`src/pcc_pkg.sv`:
```
package pcc_pkg;
	// register offsets
	localparam logic [7:0] MODE_CTRL_ADDR    = 8'h04;
	localparam logic [7:0] CTRL_TWO_ADDR     = 8'h05;
	localparam logic [7:0] RAIL_TARGET_ADDR  = 8'h06;
	localparam logic [7:0] SLEW_SELECT_ADDR  = 8'h07;
	localparam logic [7:0] AUX_VOLTAGE_ADDR  = 8'h08;
	// reset values
	localparam logic [7:0] MODE_CTRL_RESET   = 8'hB0;
	localparam logic [7:0] CTRL_TWO_RESET    = 8'h40;
	localparam logic [7:0] TARGET_BASE_RESET = 8'h14;
	localparam logic [7:0] TARGET_PIN_BITS   = 8'h0A;
	localparam logic [7:0] SLEW_RESET        = 8'h06;
	localparam logic [7:0] AUX_RESET         = 8'h23;
	// field positions
	localparam int LOW_RIPPLE_BIT  = 3;
	localparam int FIXED_MEM_BIT   = 2;
	localparam int FIXED_SYS_BIT   = 1;
	localparam int FIXED_PROC_BIT  = 0;
	localparam int GO_BIT          = 7;
	localparam int PIN_SELECT_BIT  = 6;
	localparam int BLEED_MEM_BIT   = 2;
	localparam int BLEED_SYS_BIT   = 1;
	localparam int BLEED_PROC_BIT  = 0;
	localparam int FIRST_AUX_LSB   = 0;
	localparam int SECOND_AUX_LSB  = 4;
	// writable masks
	localparam logic [7:0] CTRL_TWO_MASK  = 8'hC7;
	localparam logic [7:0] TARGET_MASK    = 8'h1F;
	localparam logic [7:0] SLEW_MASK      = 8'h07;
	localparam logic [7:0] AUX_MASK       = 8'h77;
	// slew timing: 25 mV step at 0.15 mV/us is 166.67 us
	localparam int STEP_MV_X100     = 2500;
	localparam int SLOWEST_RATE_UV  = 150;
	localparam int CLOCK_MHZ        = 250;
	localparam int STEP_NS_SLOWEST  = (STEP_MV_X100 * 10000) / SLOWEST_RATE_UV;
	localparam int STEP_CYCLES_SLOW = (STEP_NS_SLOWEST * CLOCK_MHZ) / 1000;
	localparam logic [2:0] SLEW_IMMEDIATE = 3'h7;
	localparam logic [4:0] PIN_LOW_CODE   = 5'h14;
	localparam logic [4:0] PIN_HIGH_CODE  = 5'h1E;
endpackage

```
`src/pcc_step_timer.sv`:
```
// paces one 25 mV step; period halves for every slew code increment
module pcc_step_timer
	import pcc_pkg::*;
#(
	parameter int SLOW_CYCLES = STEP_CYCLES_SLOW
) (
	input  wire logic       clk_in,
	input  wire logic       nrst_in,
	input  wire logic       run_in,
	input  wire logic [2:0] slew_in,
	output logic            tick_out
);
	localparam int CW = $clog2(SLOW_CYCLES + 1);
	logic [CW-1:0] count_reg;
	logic [CW-1:0] limit;

	// shift is exact for rates that double; truncation error is under a cycle
	always_comb begin
		limit = CW'(SLOW_CYCLES >> slew_in);
		if (limit == '0) begin
			limit = CW'(1);
		end
	end

	// counter restarts whenever no move is running
	always_ff @(posedge clk_in) begin
		if (!nrst_in || !run_in) begin
			count_reg <= '0;
			tick_out  <= 1'b0;
		end else if (count_reg + CW'(1) >= limit) begin
			count_reg <= '0;
			tick_out  <= 1'b1;
		end else begin
			count_reg <= count_reg + CW'(1);
			tick_out  <= 1'b0;
		end
	end
endmodule

```
`src/pcc_converter_regs.sv`:
```
// What this block does
// one low-ripple bit picks skip-mode tuning for all three bucks
// per-buck fixed-frequency bits force PWM, clear allows PWM/PFM
// writing go starts processor rail move toward target at chosen slew
// go self-clears when internal code reaches target code
// pin-select bit picks register code or default pin for processor rail
// with pin source, pin low/high gives 1.3 V or 1.55 V
// per-buck bleed bits discharge output when that buck is disabled
// target code resets to 14h or 1Eh following the default pin
// target reloads on lockout, both bucks off, warm reset, por, backup low
// five-bit code: 0.8 V plus 25 mV per step, top code 1.575 V
// slew code doubles rate from 0.15 to 9.6 mV/us, 111 immediate
// two three-bit aux regulator voltage codes at bits 6:4 and 2:0
// aux voltage register resets to 23h
// processor fault flag held at zero while a move runs
// move steps internal code one 25 mV step at a slew-paced interval
module pcc_converter_regs
	import pcc_pkg::*;
#(
	parameter int SLOW_CYCLES = STEP_CYCLES_SLOW
) (
	// clock and reset (reset stands for undervoltage lockout)
	input  wire logic       CLOCK_IN,
	input  wire logic       NRST_IN,
	// register port from the serial interface
	input  wire logic [7:0] REG_ADDR_IN,
	input  wire logic [7:0] REG_WDATA_IN,
	input  wire logic       REG_WRITE_IN,
	input  wire logic       REG_READ_IN,
	output logic      [7:0] REG_RDATA_OUT,
	// system events and pins
	input  wire logic       PROCESSOR_DEFAULT_PIN_IN,
	input  wire logic       SYSTEM_BUCK_ENABLED_IN,
	input  wire logic       PROCESSOR_BUCK_ENABLED_IN,
	input  wire logic       WARM_RESET_N_IN,
	input  wire logic       POWER_ON_RESET_ACTIVE_IN,
	input  wire logic       BACKUP_RAIL_LOW_IN,
	input  wire logic       PROCESSOR_RAIL_UNDER_IN,
	// converter controls
	output logic            LOW_RIPPLE_OUT,
	output logic      [2:0] FORCED_FIXED_FREQUENCY_OUT,
	output logic      [2:0] BUCK_BLEED_OUT,
	output logic      [4:0] PROCESSOR_RAIL_CODE_OUT,
	output logic            PROCESSOR_PIN_SOURCE_OUT,
	output logic            MOVE_BUSY_OUT,
	output logic            PROCESSOR_RAIL_FAULT_FLAG_OUT,
	output logic      [2:0] FIRST_AUX_CODE_OUT,
	output logic      [2:0] SECOND_AUX_CODE_OUT
);
	// programmable registers
	logic [7:0] mode_reg;
	logic [7:0] ctrl_two_reg;
	logic [4:0] target_reg;
	logic [2:0] slew_reg;
	logic [7:0] aux_reg;

	// move state and the default-pin sample
	logic [4:0] code_reg;
	logic       pin_reg;
	logic       tick;

	// event and pin decodes
	logic       reload;
	logic       go;
	logic [4:0] pin_default;

	// write strobes, one per mapped register
	logic       wr_mode;
	logic       wr_two;
	logic       wr_target;
	logic       wr_slew;
	logic       wr_aux;

	// move control for the stepping logic, plus the pin source select and the read mux value
	logic       move_run;
	logic       move_done;
	logic       step_up;
	logic       pin_select;
	logic [7:0] read_value;

	// write decodes; unmapped addresses match none of these, so those writes are dropped
	assign wr_mode   = REG_WRITE_IN && REG_ADDR_IN == MODE_CTRL_ADDR;
	assign wr_two    = REG_WRITE_IN && REG_ADDR_IN == CTRL_TWO_ADDR;
	assign wr_target = REG_WRITE_IN && REG_ADDR_IN == RAIL_TARGET_ADDR;
	assign wr_slew   = REG_WRITE_IN && REG_ADDR_IN == SLEW_SELECT_ADDR;
	assign wr_aux    = REG_WRITE_IN && REG_ADDR_IN == AUX_VOLTAGE_ADDR;
	// go is the trigger bit itself; it stays up until the walk lands
	assign go        = ctrl_two_reg[GO_BIT];

	// the pin-select bit steers the rail output away from the stepping code
	assign pin_select = ctrl_two_reg[PIN_SELECT_BIT];

	// a move runs only while the internal code still differs from the target
	assign move_run  = go && code_reg != target_reg;
	assign move_done = go && code_reg == target_reg;
	// direction is taken afresh each step, so a target rewritten mid-move is followed
	assign step_up   = code_reg < target_reg;

	// pin-dependent default: bits 3 and 1 follow the pin
	assign pin_default = pin_reg ? PIN_HIGH_CODE : PIN_LOW_CODE; // see R8

	// any of the system events reloads the target code
	// every event is a level: the target stays at its default while one lasts
	assign reload = !WARM_RESET_N_IN || POWER_ON_RESET_ACTIVE_IN || BACKUP_RAIL_LOW_IN
		|| (!SYSTEM_BUCK_ENABLED_IN && !PROCESSOR_BUCK_ENABLED_IN);

	// pin level follows the input; a plain input sampled each clock, so reset loads the default picked by that sample
	// the sample is not reset, so reset must last two edges for the default to be right
	always_ff @(posedge CLOCK_IN) begin
		pin_reg <= PROCESSOR_DEFAULT_PIN_IN;
	end

	// mode control register: ripple and fixed-frequency bits
	// phase bits 7:4 are kept for read-back only; phase control lives elsewhere
	always_ff @(posedge CLOCK_IN) begin
		if (!NRST_IN) begin
			mode_reg <= MODE_CTRL_RESET;
		end else if (wr_mode) begin
			mode_reg <= REG_WDATA_IN;
		end
	end

	// control two: go is set by software and cleared by hardware at completion
	// a write in the completion cycle wins, so software can re-arm at once
	// reserved bits 5:3 are masked off and always read zero
	always_ff @(posedge CLOCK_IN) begin
		if (!NRST_IN) begin
			ctrl_two_reg <= CTRL_TWO_RESET;
		end else if (wr_two) begin
			ctrl_two_reg <= REG_WDATA_IN & CTRL_TWO_MASK;
		end else if (move_done) begin
			ctrl_two_reg[GO_BIT] <= 1'b0;
		end
	end

	// target code; lockout uses the same pin default as the other events
	// reload outranks a software write, so a target written during an event is lost
	always_ff @(posedge CLOCK_IN) begin
		if (!NRST_IN || reload) begin
			target_reg <= pin_default; // see R8
		end else if (wr_target) begin
			target_reg <= REG_WDATA_IN[4:0];
		end
	end

	// slew select; a new rate also paces the step already in progress, as the timer limit follows it at once
	always_ff @(posedge CLOCK_IN) begin
		if (!NRST_IN) begin
			slew_reg <= SLEW_RESET[2:0];
		end else if (wr_slew) begin
			slew_reg <= REG_WDATA_IN[2:0];
		end
	end

	// aux regulator codes; bits 7 and 3 are reserved and stay zero
	always_ff @(posedge CLOCK_IN) begin
		if (!NRST_IN) begin
			aux_reg <= AUX_RESET;
		end else if (wr_aux) begin
			aux_reg <= REG_WDATA_IN & AUX_MASK;
		end
	end

	// internal code walks toward target one step per tick, or jumps at code 111
	// only lockout resets this code, to 14h; the other events leave it, so a later move starts where it stands
	always_ff @(posedge CLOCK_IN) begin
		if (!NRST_IN) begin
			code_reg <= PIN_LOW_CODE;
		end else if (move_run) begin
			// code 111 lands in one edge; go still needs one more edge to drop
			if (slew_reg == SLEW_IMMEDIATE) begin
				code_reg <= target_reg;
			end else if (tick) begin
				// one step is 25 mV; no wrap, as the target bounds the walk
				if (step_up) begin
					code_reg <= code_reg + 5'h01;
				end else begin
					code_reg <= code_reg - 5'h01;
				end
			end
		end
	end

	// step pacing; the timer is held cleared whenever no move is running
	pcc_step_timer #(
		.SLOW_CYCLES (SLOW_CYCLES)
	) u_pcc_step_timer (
		.clk_in   (CLOCK_IN),
		.nrst_in  (NRST_IN),
		.run_in   (move_run),
		.slew_in  (slew_reg),
		.tick_out (tick)
	);

	// skip-mode tuning is shared by all three bucks
	always_ff @(posedge CLOCK_IN) begin
		if (!NRST_IN) begin
			LOW_RIPPLE_OUT <= MODE_CTRL_RESET[LOW_RIPPLE_BIT];
		end else begin
			LOW_RIPPLE_OUT <= mode_reg[LOW_RIPPLE_BIT];
		end
	end

	// fixed-frequency forcing, ordered memory, system, processor
	always_ff @(posedge CLOCK_IN) begin
		if (!NRST_IN) begin
			FORCED_FIXED_FREQUENCY_OUT <= {MODE_CTRL_RESET[FIXED_MEM_BIT],
				MODE_CTRL_RESET[FIXED_SYS_BIT], MODE_CTRL_RESET[FIXED_PROC_BIT]};
		end else begin
			FORCED_FIXED_FREQUENCY_OUT <= {mode_reg[FIXED_MEM_BIT],
				mode_reg[FIXED_SYS_BIT], mode_reg[FIXED_PROC_BIT]};
		end
	end

	// discharge enables, same order; the analog side applies them only when disabled
	always_ff @(posedge CLOCK_IN) begin
		if (!NRST_IN) begin
			BUCK_BLEED_OUT <= {CTRL_TWO_RESET[BLEED_MEM_BIT],
				CTRL_TWO_RESET[BLEED_SYS_BIT], CTRL_TWO_RESET[BLEED_PROC_BIT]};
		end else begin
			BUCK_BLEED_OUT <= {ctrl_two_reg[BLEED_MEM_BIT],
				ctrl_two_reg[BLEED_SYS_BIT], ctrl_two_reg[BLEED_PROC_BIT]};
		end
	end

	// pin source flag, exported so the analog side can pick its reference
	always_ff @(posedge CLOCK_IN) begin
		if (!NRST_IN) begin
			PROCESSOR_PIN_SOURCE_OUT <= CTRL_TWO_RESET[PIN_SELECT_BIT];
		end else begin
			PROCESSOR_PIN_SOURCE_OUT <= pin_select;
		end
	end

	// rail code: pin default while the pin source is chosen, else the stepping code
	// a divider on the pin is not modelled; only the tied-pin codes appear here
	always_ff @(posedge CLOCK_IN) begin
		if (!NRST_IN) begin
			PROCESSOR_RAIL_CODE_OUT <= PIN_LOW_CODE;
		end else if (pin_select) begin
			PROCESSOR_RAIL_CODE_OUT <= pin_default;
		end else begin
			PROCESSOR_RAIL_CODE_OUT <= code_reg;
		end
	end

	// busy lags go by one edge, like every other output
	always_ff @(posedge CLOCK_IN) begin
		if (!NRST_IN) begin
			MOVE_BUSY_OUT <= CTRL_TWO_RESET[GO_BIT];
		end else begin
			MOVE_BUSY_OUT <= go;
		end
	end

	// fault is masked for the whole move, so a real droop then goes unreported
	always_ff @(posedge CLOCK_IN) begin
		if (!NRST_IN) begin
			PROCESSOR_RAIL_FAULT_FLAG_OUT <= 1'b0;
		end else begin
			PROCESSOR_RAIL_FAULT_FLAG_OUT <= PROCESSOR_RAIL_UNDER_IN && !go;
		end
	end

	// first aux regulator code
	always_ff @(posedge CLOCK_IN) begin
		if (!NRST_IN) begin
			FIRST_AUX_CODE_OUT <= AUX_RESET[FIRST_AUX_LSB +: 3];
		end else begin
			FIRST_AUX_CODE_OUT <= aux_reg[FIRST_AUX_LSB +: 3];
		end
	end

	// second aux regulator code
	always_ff @(posedge CLOCK_IN) begin
		if (!NRST_IN) begin
			SECOND_AUX_CODE_OUT <= AUX_RESET[SECOND_AUX_LSB +: 3];
		end else begin
			SECOND_AUX_CODE_OUT <= aux_reg[SECOND_AUX_LSB +: 3];
		end
	end

	// read select; unmapped addresses and reserved bits read zero
	// a read in the same cycle as a write returns the old contents
	always_comb begin
		read_value = 8'h00;
		case (REG_ADDR_IN)
			MODE_CTRL_ADDR:   read_value = mode_reg;
			CTRL_TWO_ADDR:    read_value = ctrl_two_reg;
			RAIL_TARGET_ADDR: read_value = {3'h0, target_reg};
			SLEW_SELECT_ADDR: read_value = {5'h00, slew_reg};
			AUX_VOLTAGE_ADDR: read_value = aux_reg;
			default:          read_value = 8'h00;
		endcase
	end

	// read data is registered and holds until the next read strobe
	always_ff @(posedge CLOCK_IN) begin
		if (!NRST_IN) begin
			REG_RDATA_OUT <= 8'h00;
		end else if (REG_READ_IN) begin
			REG_RDATA_OUT <= read_value;
		end
	end
endmodule

```
`config.mk`:
```
export PLATFORM = sky130hd
export DESIGN_NAME = pcc_converter_regs
export DESIGN_NICKNAME = d
export VERILOG_FILES = /design/src/pcc_pkg.sv /design/src/pcc_step_timer.sv /design/src/pcc_converter_regs.sv
export SDC_FILE = /design/constraint.sdc
export NUM_CORES = 1
export LEC_CHECK = 0
export CAP_MARGIN = 20
export CORE_AREA = 2 2 102 104
export CTS_CLUSTER_SIZE = 8
export DETAILED_ROUTE_END_ITERATION = 16
export DIE_AREA = 0 0 104 106
export DONT_BUFFER_PORTS = 1
export HOLD_SLACK_MARGIN = 0.06
export PLACE_DENSITY = 0.54
export SYNTH_ARGS = -nofsm -noshare
export SYNTH_HDL_FRONTEND = slang
export SYNTH_SLANG_ARGS = --single-unit
```
`constraint.sdc`:
```
create_clock -name CLOCK_IN -period 2.4 [get_ports CLOCK_IN]
set_input_delay 0.6 -clock CLOCK_IN [delete_from_list [all_inputs] [get_ports CLOCK_IN]]
set_output_delay 0.6 -clock CLOCK_IN [all_outputs]
set_load 0.02 [all_outputs]
```
==> metrics.txt <==
run status finished with violations; violations in the final reports negative setup slack; Async SR Flop Fraction 0; clock period minus final worst setup slack 2.49 ns; net count of the mapped netlist 469; critical path class reg -> reg; horizontal die dimension 104 um; maximum ir drop on the vdd rail 0.203 mV; distinct cell type count of the synthesized netlist 51; CTS buffer count 9; required arrival time at the worst endpoint 2.71 ns; DRC Markers 0; mean instance size in the synthesized netlist 9.44 sq um; most used flip-flop cell after synthesis dfxtp_1; Compound-Gate Fraction of Synth Area 0.111; global-route wire length before repair 14800 um; final setup skew 0.0124 ns; number of flip-flops in the largest register 16; Max-Slew Margin vs Limit 0.688; Power per Cell Area 502 nW/um^2; global route overflow 0; static leakage 0.00203 uW; area share of xor/xnor cells in the synthesized design 0.0384; layout-stage area growth over the synthesis result 25.0%; Final setup violation count 17; CTS root buf clkbuf_8; vertical die dimension 106 um; Clock Sinks 79; Overall Power 2430 uW; antenna diode count 0; max_cap viols 0; clock transition at the register clock pins on the worst setup and hold paths after CTS 0.08 ns; global-route total usage across every layer 0.171; number of buffers inserted by port buffering 0; Nets 509; largest net degree at the start of global routing 46; WL met3 411 um; endpoint of the worst hold-timing path pin_reg; number of global-route vias before repair 2902; R2R Path End u_pcc_step_timer.tick_out; slew of the pin with the lowest slew margin 0.467 ns; cell count after synthesis 411; half-perimeter wire length of the detailed placement result 6480 um; routability-driven placement congestion ratio 0.810; number of pins exceeding their max-slew limit in the final report 0; final worst hold slack 0.255 ns; depth of the worst hold-timing path 0; routed wl met2 4640 um; average routed wire per standard cell 15.7 um; share of the yosys chip area belonging to registers 0.420; depth of the worst register-to-register path 12; hold buffer count at CTS 0; post-synthesis simple-gate area fraction 0.221; # rows 37; TritonCTS clock tree yes; startpoint types flop; IO Pins 56; total routed wirelength 9300 um; Core ar. 10000 sq um; Via-to-Cell Ratio 5.15; main combinational cell family by area after synthesis simple AND/OR/NAND/NOR gates; number of synthesized flops with an enable pin 5; initial cell density of the core 0.388; CP Data Arrival Time 2.81 ns; H-Tree Level Count 3; cell area after technology mapping 3880 sq um; CTS max path bufs 2; number of synthesized register bits 79; mux contribution to synthesized area 0.0754; number of antenna violations at the first check in global routing 0; residual antenna-violating net count after detailed routing 0; top sig layer met4; clock latency at the later pin of the worst-skew pair 0.37 ns; Met1 Wirelength 4150 um; unrepaired setup endpoints after global routing true; first-pass iteration count of the detailed router 4; violation count after the first detailed-route iteration 111; count of synthesis-stage warnings from yosys 0; Worst Setup End Kind flop; Die Area 11000 sq um; peak clock frequency supported by timing 0.401 GHz; setup tns final -1.06 ns; Crit Path Max Fanout 7; FF-to-FF Start u_pcc_step_timer.count_reg[2]; slack of the worst reg-to-reg path -0.09 ns; arithmetic-cell share of the synthesized area counting full adders, half adders and majority gates 0.102; hold wc startpoint PROCESSOR_DEFAULT_PIN_IN; worst min-delay path class in -> reg; share of final-layout standard cells stronger than drive strength 1 0.279; Final period util 1.04; setup slack after layout -0.0945 ns; via count of the routed design 3051; hold violation total from the final report 0; placement-stage worst setup slack -0.112 ns
[layout make-up]
type | count | area, sq um
clock buffers | 9 | 124
clock inverters | 7 | 60.1
fillers | 955 | 5150
inverters | 16 | 60.1
multi-input cells | 300 | 2420
flip-flops and latches | 79 | 1640
well taps | 136 | 170
repair buffers | 45 | 369
[worst max path at each step]
stage                                     end                     startpoint  slack (ns)
3_3_place_gp   u_pcc_step_timer.count_reg[15]  u_pcc_step_timer.count_reg[5]       -0.07
3_5_place_dp   u_pcc_step_timer.count_reg[15]  u_pcc_step_timer.count_reg[2]       -0.11
6_report            u_pcc_step_timer.tick_out  u_pcc_step_timer.count_reg[2]       -0.09
5_1_grt             u_pcc_step_timer.tick_out  u_pcc_step_timer.count_reg[2]       -0.24
4_1_cts        u_pcc_step_timer.count_reg[10]  u_pcc_step_timer.count_reg[3]       -0.02
2_1_floorplan  u_pcc_step_timer.count_reg[10]  u_pcc_step_timer.count_reg[0]        0.01
[timing repair]
| action | in CTS | in global routing |
|---|---|---|
| pin swaps | 7 | 33 |
| endpoints found under the setup margin | 18 | 19 |
| gates resized for setup | 20 | 52 |
| gates cloned | 1 | 0 |
| setup buffers | 2 | 6 |
[stage by stage]
| stage | utilization | instances | area, sq um |
|---|---|---|---|
| after detailed placement | 0.427 | 567 | 4270 |
| after floorplan | - | 411 | 3890 |
| after global routing | 0.485 | 592 | 4850 |
| final | 0.485 | 592 | 4850 |
| after global placement | 0.427 | 567 | 4270 |
| after CTS | 0.454 | 586 | 4540 |
[critical path, stage by stage, from the launching register on]
cell     delay, ns
dfxtp_2       0.33
nand4_1       0.19
buf_4         0.21
nor2_4        0.14
nand4_1       0.16
xnor2_2       0.18
ha_2          0.33
and4_4        0.23
buf_6         0.10
nand3_4       0.06
o21ai_4       0.20
buf_6         0.18
nor2b_4       0.13
[per-layer routing]
metal	up-vias	global-route usage
met2	61	0.284
met3	7	0.0448
met1	1446	0.217
li1	1537	-
met4	0	0.0531
met5	-	0
[cell families (layout without fill, tap and decap cells)]
group	after synthesis	after routing
and+or+nand+nor	158	158
xor gates and xnor gates	17	17
DFF	79	79
buffers and inverters	32	77
muxes	25	25
adders and majority gates	31	31
AOI/OAI and AO/OA	69	69
[cell usage in the layout (no fill, tap or decap), drive strengths merged, types with 18 or more instances in the layout]
cell type and n:
inv 21, dfxtp 74, o21ai 22, nor2 22
buf 45, ha 30, mux2i 18, nand2 35
nand3 30
[Yosys cell counts (4+ instances only)]
library cell,instances,area share
nor2b_1,7,0.011
a21oi_1,17,0.022
inv_1,16,0.015
xnor2_1,11,0.025
clkbuf_1,12,0.012
edfxtp_1,5,0.039
mux2_2,4,0.012
nand2_1,35,0.034
nor2_1,22,0.021
a21boi_0,6,0.012
a211oi_1,4,0.0077
xor2_1,6,0.014
o21ai_0,19,0.025
a22oi_1,5,0.0097
dfxtp_1,74,0.38
nand3_1,29,0.037
ha_1,30,0.097
mux2i_1,18,0.046
nor3b_1,14,0.027
and2_1,9,0.015
nor3_1,6,0.0077
nand2b_1,17,0.027
[power breakdown]
part	switching (uW)	internal, uW
clock	561	396
combinational	57.1	66.4
sequential	17.4	1340
(Power assumes the default switching activity.)
